File: src/verilog/modem_regs_pkg.sv
// constants shared by the modem status, special function and divisor register block
package modem_regs_pkg;
    // register indices; byte address is four times the index
    localparam logic [5:0] IDX_MSR      = 6'h06;
    localparam logic [5:0] IDX_SFR      = 6'h07;
    localparam logic [5:0] IDX_DIV_LOW  = 6'h08;
    localparam logic [5:0] IDX_DIV_HIGH = 6'h09;
    localparam logic [5:0] IDX_CNT15    = 6'h0F;
    localparam logic [5:0] IDX_CNT16    = 6'h10;
    localparam logic [5:0] IDX_IRQ_STAT = 6'h20;
    localparam logic [5:0] IDX_IRQ_MASK = 6'h21;
    // special function bit positions
    localparam int SFR_FORCE_TX  = 0;
    localparam int SFR_AUTO_FLOW = 1;
    localparam int SFR_EXT_MODE  = 5;
    localparam int SFR_SEL15     = 6;
    localparam int SFR_SEL16     = 7;
    // writable bits of the special function register (2 and 3 read as zero)
    localparam logic [7:0] SFR_WR_MASK = 8'hF3;
    // modem line positions within the level vector
    localparam int LINE_CTS = 0;
    localparam int LINE_DSR = 1;
    localparam int LINE_RI  = 2;
    localparam int LINE_DCD = 3;
    // reset values
    localparam logic [7:0] RST_BYTE = 8'h00;
    localparam logic [3:0] RST_NIB  = 4'h0;
    // synchroniser depth in flip-flops
    localparam int SYNC_STAGES = 2;
endpackage : modem_regs_pkg

File: src/verilog/modem_line_sync.sv
// two-flop synchroniser for the asynchronous modem lines
`timescale 1ns/100ps
module modem_line_sync #(
    parameter int WIDTH = 4
) (
    input  wire logic             pclk,
    input  wire logic             presetn,
    input  wire logic [WIDTH-1:0] raw,
    output logic      [WIDTH-1:0] synced
);
    import modem_regs_pkg::*;

    ////////////////////////////////////////////////////////////////////////
    // one chain per line; the first stage feeds only the second
    genvar i;
    for (i = 0; i < WIDTH; i++) begin : g_line
        logic [SYNC_STAGES-1:0] chain;
        always_ff @(posedge pclk or negedge presetn) begin
            if (!presetn) begin
                chain <= '0;
            end else begin
                chain <= {chain[SYNC_STAGES-2:0], raw[i]};
            end
        end
        assign synced[i] = chain[SYNC_STAGES-1];
    end
endmodule : modem_line_sync

File: src/verilog/baud_tick_gen.sv
// divides the reference clock by the programmed divisor into a bit-rate tick
`timescale 1ns/100ps
module baud_tick_gen #(
    parameter int DIV_W = 16
) (
    input  wire logic             pclk,
    input  wire logic             presetn,
    input  wire logic [DIV_W-1:0] divisor,
    output logic                  tick
);
    logic [DIV_W-1:0] count;

    ////////////////////////////////////////////////////////////////////////
    // count down from divisor-1; a zero divisor stops the tick altogether
    always_ff @(posedge pclk or negedge presetn) begin
        if (!presetn) begin
            count <= '0;
            tick  <= 1'b0;
        end else if (divisor == '0) begin
            count <= '0;
            tick  <= 1'b0;
        end else if (count == '0) begin
            count <= divisor - 1'b1;
            tick  <= 1'b1;
        end else begin
            count <= count - 1'b1;
            tick  <= 1'b0;
        end
    end
endmodule : baud_tick_gen

File: src/verilog/uart_modem_status_divisor_regs.sv
// modem status, special function and baud divisor registers of one serial channel
//
// The APB register port was decided locally.
`timescale 1ns/100ps
module uart_modem_status_divisor_regs (
    input  wire logic        pclk,
    input  wire logic        presetn,
    // apb slave
    input  wire logic        psel,
    input  wire logic        penable,
    input  wire logic        pwrite,
    input  wire logic [7:0]  paddr,
    input  wire logic [31:0] pwdata,
    output logic             pready,
    output logic      [31:0] prdata,
    output logic             pslverr,
    // modem lines from the peer
    input  wire logic        cts,
    input  wire logic        dsr,
    input  wire logic        ri,
    input  wire logic        dcd,
    // modem control context
    input  wire logic        loopback_en,
    input  wire logic        gp_out1,
    input  wire logic        gp_out2,
    input  wire logic        dtr_request,
    // transmit and receive context
    input  wire logic        tx_flow_hold,
    input  wire logic        rx_has_room,
    input  wire logic [7:0]  rx_fill_count,
    input  wire logic [7:0]  line_status_count,
    input  wire logic [7:0]  tx_fill_count,
    // controls to the channel
    output logic             tx_enable,
    output logic             dtr_out,
    output logic             auto_dsr_dtr_flow,
    output logic             extended_mode,
    output logic             offset15_counter_select,
    output logic             offset16_counter_select,
    output logic      [15:0] baud_divisor,
    output logic      [7:0]  sample_clock,
    output logic             baud_tick,
    output logic             irq
);
    import modem_regs_pkg::*;

    logic [3:0] line_sync;
    logic [3:0] lvl;
    logic [3:0] lvl_prev;
    logic [3:0] ev;
    logic [3:0] msr_delta;
    logic [3:0] next_msr_delta;
    logic [7:0] sfr;
    logic [7:0] div_low;
    logic [7:0] div_high;
    logic [3:0] irq_stat;
    logic [3:0] irq_mask;
    logic [5:0] idx;
    logic       acc_go;
    logic       acc_done;
    logic       wr_done;
    logic       hit;
    logic [7:0] rd_val;

    ////////////////////////////////////////////////////////////////////////
    // modem line capture

    modem_line_sync #(
        .WIDTH (4)
    ) u_sync (
        .pclk    (pclk),
        .presetn (presetn),
        .raw     ({dcd, ri, dsr, cts}),
        .synced  (line_sync)
    );

    // loopback replaces ring and carrier by the general outputs, which are
    // already on this clock and so skip the synchroniser
    always_comb begin
        lvl           = line_sync;
        lvl[LINE_RI]  = loopback_en ? gp_out1 : line_sync[LINE_RI];
        lvl[LINE_DCD] = loopback_en ? gp_out2 : line_sync[LINE_DCD];
    end

    // previous level for edge detection
    always_ff @(posedge pclk or negedge presetn) begin
        if (!presetn) begin
            lvl_prev <= RST_NIB;
        end else begin
            lvl_prev <= lvl;
        end
    end

    // change events; ring counts only its rising edge
    always_comb begin
        ev[LINE_CTS] = lvl[LINE_CTS] ^ lvl_prev[LINE_CTS];
        ev[LINE_DSR] = lvl[LINE_DSR] ^ lvl_prev[LINE_DSR];
        ev[LINE_RI]  = lvl[LINE_RI] & ~lvl_prev[LINE_RI];
        ev[LINE_DCD] = lvl[LINE_DCD] ^ lvl_prev[LINE_DCD];
    end

    ////////////////////////////////////////////////////////////////////////
    // apb handshake: one wait state, answer registered

    assign idx      = paddr[7:2];
    assign acc_go   = psel & penable & ~pready;
    assign acc_done = psel & penable & pready;
    assign wr_done  = acc_done & pwrite & (paddr[1:0] == 2'b00);

    // read multiplexer and address decode
    always_comb begin
        hit    = (paddr[1:0] == 2'b00);
        rd_val = RST_BYTE;
        case (idx)
            IDX_MSR:      rd_val = {lvl, msr_delta};
            IDX_SFR:      rd_val = sfr & SFR_WR_MASK;
            IDX_DIV_LOW:  rd_val = div_low;
            IDX_DIV_HIGH: rd_val = div_high;
            IDX_CNT15:    rd_val = sfr[SFR_SEL15] ? line_status_count : rx_fill_count;
            IDX_CNT16:    rd_val = sfr[SFR_SEL16] ? tx_fill_count : sample_clock;
            IDX_IRQ_STAT: rd_val = {4'h0, irq_stat};
            IDX_IRQ_MASK: rd_val = {4'h0, irq_mask};
            default:      hit = 1'b0;
        endcase
    end

    // answer is taken in the first access cycle and shown with pready
    always_ff @(posedge pclk or negedge presetn) begin
        if (!presetn) begin
            pready  <= 1'b0;
            prdata  <= 32'h0000_0000;
            pslverr <= 1'b0;
        end else begin
            pready  <= acc_go;
            pslverr <= acc_go & ~hit;
            if (acc_go) begin
                prdata <= (hit && !pwrite) ? {24'h00_0000, rd_val} : 32'h0000_0000;
            end
        end
    end

    ////////////////////////////////////////////////////////////////////////
    // modem status change flags

    // a read clears at the same edge that captures read data, so nothing
    // set afterwards is lost; a new event in that cycle wins over the clear
    always_comb begin
        next_msr_delta = msr_delta;
        if (acc_go && !pwrite && hit && idx == IDX_MSR) begin
            next_msr_delta = RST_NIB;
        end
        next_msr_delta = next_msr_delta | ev;
    end

    always_ff @(posedge pclk or negedge presetn) begin
        if (!presetn) begin
            msr_delta <= RST_NIB;
        end else begin
            msr_delta <= next_msr_delta;
        end
    end

    ////////////////////////////////////////////////////////////////////////
    // writable registers

    // special function register; reserved bits 2 and 3 never store
    always_ff @(posedge pclk or negedge presetn) begin
        if (!presetn) begin
            sfr <= RST_BYTE;
        end else if (wr_done && idx == IDX_SFR) begin
            sfr <= pwdata[7:0] & SFR_WR_MASK;
        end
    end

    // divisor latch bytes
    always_ff @(posedge pclk or negedge presetn) begin
        if (!presetn) begin
            div_low  <= RST_BYTE;
            div_high <= RST_BYTE;
        end else begin
            if (wr_done && idx == IDX_DIV_LOW) begin
                div_low <= pwdata[7:0];
            end
            if (wr_done && idx == IDX_DIV_HIGH) begin
                div_high <= pwdata[7:0];
            end
        end
    end

    // sample clock register only takes writes while offset 16 shows it
    always_ff @(posedge pclk or negedge presetn) begin
        if (!presetn) begin
            sample_clock <= RST_BYTE;
        end else if (wr_done && idx == IDX_CNT16 && !sfr[SFR_SEL16]) begin
            sample_clock <= pwdata[7:0];
        end
    end

    assign baud_divisor            = {div_high, div_low};
    assign auto_dsr_dtr_flow       = sfr[SFR_AUTO_FLOW];
    assign extended_mode           = sfr[SFR_EXT_MODE];
    assign offset15_counter_select = sfr[SFR_SEL15];
    assign offset16_counter_select = sfr[SFR_SEL16];

    ////////////////////////////////////////////////////////////////////////
    // transmit gating and terminal-ready

    // force wins over every hold; auto flow holds while the peer drops dsr
    always_ff @(posedge pclk or negedge presetn) begin
        if (!presetn) begin
            tx_enable <= 1'b0;
            dtr_out   <= 1'b0;
        end else begin
            tx_enable <= sfr[SFR_FORCE_TX] |
                         (~tx_flow_hold & ~(sfr[SFR_AUTO_FLOW] & ~lvl[LINE_DSR]));
            dtr_out   <= sfr[SFR_AUTO_FLOW] ? rx_has_room : dtr_request;
        end
    end

    ////////////////////////////////////////////////////////////////////////
    // interrupt status, mask and output

    // write one to clear; a new event in the same cycle keeps the bit set
    always_ff @(posedge pclk or negedge presetn) begin
        if (!presetn) begin
            irq_stat <= RST_NIB;
            irq_mask <= RST_NIB;
            irq      <= 1'b0;
        end else begin
            if (wr_done && idx == IDX_IRQ_STAT) begin
                irq_stat <= (irq_stat & ~pwdata[3:0]) | ev;
            end else begin
                irq_stat <= irq_stat | ev;
            end
            if (wr_done && idx == IDX_IRQ_MASK) begin
                irq_mask <= pwdata[3:0];
            end
            irq <= |(irq_stat & irq_mask);
        end
    end

    ////////////////////////////////////////////////////////////////////////
    // bit-rate timing

    baud_tick_gen #(
        .DIV_W (16)
    ) u_baud (
        .pclk    (pclk),
        .presetn (presetn),
        .divisor ({div_high, div_low}),
        .tick    (baud_tick)
    );
endmodule : uart_modem_status_divisor_regs

File: config.mk
export PLATFORM = sky130hd
export DESIGN_NAME = uart_modem_status_divisor_regs
export DESIGN_NICKNAME = d
export VERILOG_FILES = /design/src/verilog/modem_regs_pkg.sv /design/src/verilog/modem_line_sync.sv /design/src/verilog/baud_tick_gen.sv /design/src/verilog/uart_modem_status_divisor_regs.sv
export SDC_FILE = /design/constraint.sdc
export NUM_CORES = 1
export LEC_CHECK = 0
export ABC_CLOCK_PERIOD_IN_PS = 4350
export BUFFER_PORTS_ARGS = -buffer_cell sky130_fd_sc_hd__buf_4
export CAP_MARGIN = 10
export CORE_MARGIN = 4
export CORE_UTILIZATION = 55
export DETAILED_ROUTE_END_ITERATION = 12
export PLACE_DENSITY_LB_ADDON = 0.12
export SYNTH_ARGS = -nofsm -noshare
export SYNTH_HDL_FRONTEND = slang
export SYNTH_SLANG_ARGS = --single-unit
File: constraint.sdc
create_clock -name pclk -period 4.35 [get_ports pclk]
set_input_delay 0.435 -clock pclk [delete_from_list [all_inputs] [get_ports pclk]]
set_output_delay 0.435 -clock pclk [all_outputs]
set_load 0.01 [all_outputs]
==> out/qor.yml <==
critical_path:
  crit_path_start: "u_baud.count[8]"
  path_cells: "or4_1 -> nor4_4 -> and2_1 -> a21oi_1 -> ha_1 -> or3b_2 -> a211oi_1 -> o2111ai_1 -> mux2_2"
  crit_type: "flip-flop to flip-flop"
  worstSetupEndpointType: "flip-flop"
  cp-start-kind: "flip-flop"
  cp_slowest_cell: "a211oi_1"
  crit_buf_inv: 0
  cp.required_ns: 4.60
  reg2reg_to: "u_baud.count[14]"
  rrSetupSlack_ns: 1.05
  reg2regPathDepth: 9
  arrival_ns: 3.55
  worstPathMaxFanout: 7
  cpPeakStageDelay_ns: 0.70
  rr_startpoint: "u_baud.count[8]"
  critical-path-top-delay-family: "compound AO/OA/AOI/OAI gates"
clocking:
  clk_pin_slew_ns: 0.09
  tritoncts: "done"
  clock_latency_ns: 0.35
  ctsLongestPathBuffers: 2
  cts_resized: 0
  htreeDepth: 3
  cts.sinks: 84
  cts_hold_buf: 0
  cts_buffers: 9
  root_buffer: "clkbuf_8"
  post_cts_buffers: 0
sta:
  holdWs_ns: 0.184
  setup_violations: 0
  rsz0062_at_grt: "false"
  fmax_mhz: 303
  maxSlewHeadroom: 0.292
  worst_slew_pin_slew_ns: 1.05
  tns_ns: 0
  fin_crit_sh: 0.759
  period_minus_slack_ns: 3.30
  skew_ns: 0.0104
  finalHoldViolations: 0
  drv_slew: 0
hold_path:
  holdCritPathClass: "primary input to flip-flop"
  hold_depth: 1
  worstHoldStart: "cts"
  min_to: "u_sync.g_line[0].chain[0]"
logic_synthesis:
  yosysSeqAreaShare: 0.471
  ys_types: 67
  ys_ff_latch: 84
  synthCells: 419
  synthArstFlopShare: 1.00
  synth_warnings: 0
  synth_edf_count: 0
  avgSynthCellArea_um2: 10.6
  synth.cell_area_mm2: 0.00446
  ys.flop_type: "dfrtp_1"
route:
  met2WireLength_mm: 5.32
  dr_wl_met3_mm: 1.30
  dr.pass1.iters: 5
  routed_wl_mm: 12.1
  viasPerCell: 6.04
  wl_per_cell_um: 19.5
  drtAntennaViolNets: 0
  post-route-drc-count: 0
  top_layer: "met4"
  vias: 3751
  drt_iter0_markers: 238
  m1WireLength_mm: 5.25
run_status:
  status: "finished clean"
finish:
  layout-drive-gt1-share: 0.333
  antenna_cells: 0
  final_area_mm2: 0.00543
  nets: 594
  final_core_util: 0.695
  area_growth_pct: 21.6
die:
  dieArea_mm2: 0.00962
  io_pins: 145
  dieWidth_um: 98.1
  start_util: 0.571
  core_area_mm2: 0.00781
  rows: 32
  dieHeight_um: 98.1
pwr:
  power_density_mw_per_mm2: 339
  power_leakage_uw: 0.00257
  peakVddDrop_uv: 188
  power_uw: 1840
global_route:
  antenna_found_initial: 0
  grt_pass1_vias: 3623
  grt_pass1_wl_mm: 19.2
  grt_max_degree: 85
  grt_use_total: 0.248
  grt_overflow: 0
job:
  max-cap-violations: 0
placed_design:
  numPortBuffers: 96
  dp_hpwl_mm: 8.84
  gp_congestion: 0.915
  placed_area_mm2: 0.00518
## routing by layer
metal	vias to the layer above	GRT usage
met5	-	0
met4	0	0.0618
met3	25	0.0586
met2	223	0.369
met1	1796	0.366
li1	1707	-
## registers in the layout (all words and copies together), names as in the netlist
signal and flops:
msr_delta 4, sfr 6, u_baud.count 16, div_high 8, u_baud.tick 1, prdata 8
irq_stat 4, irq_mask 4, lvl_prev 4, u_sync.g_line.chain 8, tx_enable 1, div_low 8
sample_clock 8, pready 1, pslverr 1, dtr_out 1, irq 1
## through the flow
step                worst slack [ns]  std cells
global placement                1.18        605
finish                          1.05        621
CTS                             1.12        621
floorplan                       1.38        442
detailed placement              1.12        605
global route                   0.872        621
## cell usage in the layout, fill, tap and decap left out, types with 3 or more instances in the layout
cell type	synthesis	routed
a22oi_1	4	4
and2_1	3	3
or3_1	5	5
clkbuf_8	0	9
buf_4	24	100
nor4_1	6	6
or4_1	6	6
or2_2	4	4
o21ai_0	14	14
nand4_1	3	3
nor3b_1	3	3
a21oi_1	11	11
conb_1	1	24
bufinv_16	0	3
xor2_1	4	4
nor3_1	10	10
mux2i_1	21	21
nor2_1	25	25
nand3_1	16	16
dfrtp_1	84	84
o211ai_1	5	5
inv_1	9	9
nand2_1	24	24
a211oi_1	3	3
o22ai_1	7	7
nor2b_1	5	5
a21o_1	10	10
a31oi_1	13	13
mux2_2	40	40
## power by group
group	total, µW	internal, µW	switching [µW]
logic	345	131	213
clock network	682	385	296
registers	814	798	15.7
## how the worst max path moves through the flow
stage | endpoint | slack [ns] | cells after the start
6_report | u_baud.count[14] | 1.05 | 9
5_1_grt | u_baud.count[14] | 0.87 | 9
4_1_cts | u_baud.count[14] | 1.12 | 9
3_5_place_dp | u_baud.count[14] | 1.12 | 9
3_3_place_gp | u_baud.count[14] | 1.18 | 9
2_1_floorplan | u_baud.count[14] | 1.38 | 11
## area by class of cell
type	count	area [µm²]
fillers	626	2380
multi-input cells	310	2160
flip-flops and latches	84	2100
repair buffers	100	751
well taps	102	128
clock buffers	9	124
clock inverters	7	124
inverters	9	33.8
## kinds of logic after synthesis
group / share of synthesized area
AND/OR/NAND/NOR: 0.153
AO/OA/AOI/OAI: 0.148
flip-flops: 0.471
multiplexers: 0.151
buffers and inverters: 0.0631
XOR/XNOR: 0.00981
adder cells (fa/ha/maj): 0.00280
other: 0.000840
## cells in the mapped netlist (3+ instances only)
cell      number  area [µm²]
a22oi_1        4        30.0
a21o_1        10        75.1
nor4_1         6        37.5
a31oi_1       13        81.3
nor3b_1        3        22.5
inv_1          9        33.8
or3_1          5        31.3
o211ai_1       5        37.5
nand3_1       16        80.1
nor2_1        25        93.8
mux2i_1       21         210
clkbuf_1       9        33.8
or4_1          6        45.0
xor2_1         4        35.0
or2_2          4        25.0
buf_4         24         180
nand4_1        3        18.8
nor3_1        10        50.1
nor2b_1        5        31.3
o21ai_0       14        70.1
mux2_2        40         450
dfrtp_1       84        2100
buf_2          3        15.0
and2_1         3        18.8
o22ai_1        7        43.8
nand2_1       24        90.1
a21oi_1       11        55.1
a211oi_1       3        22.5
Note: power is estimated with default switching activity, not from simulation.
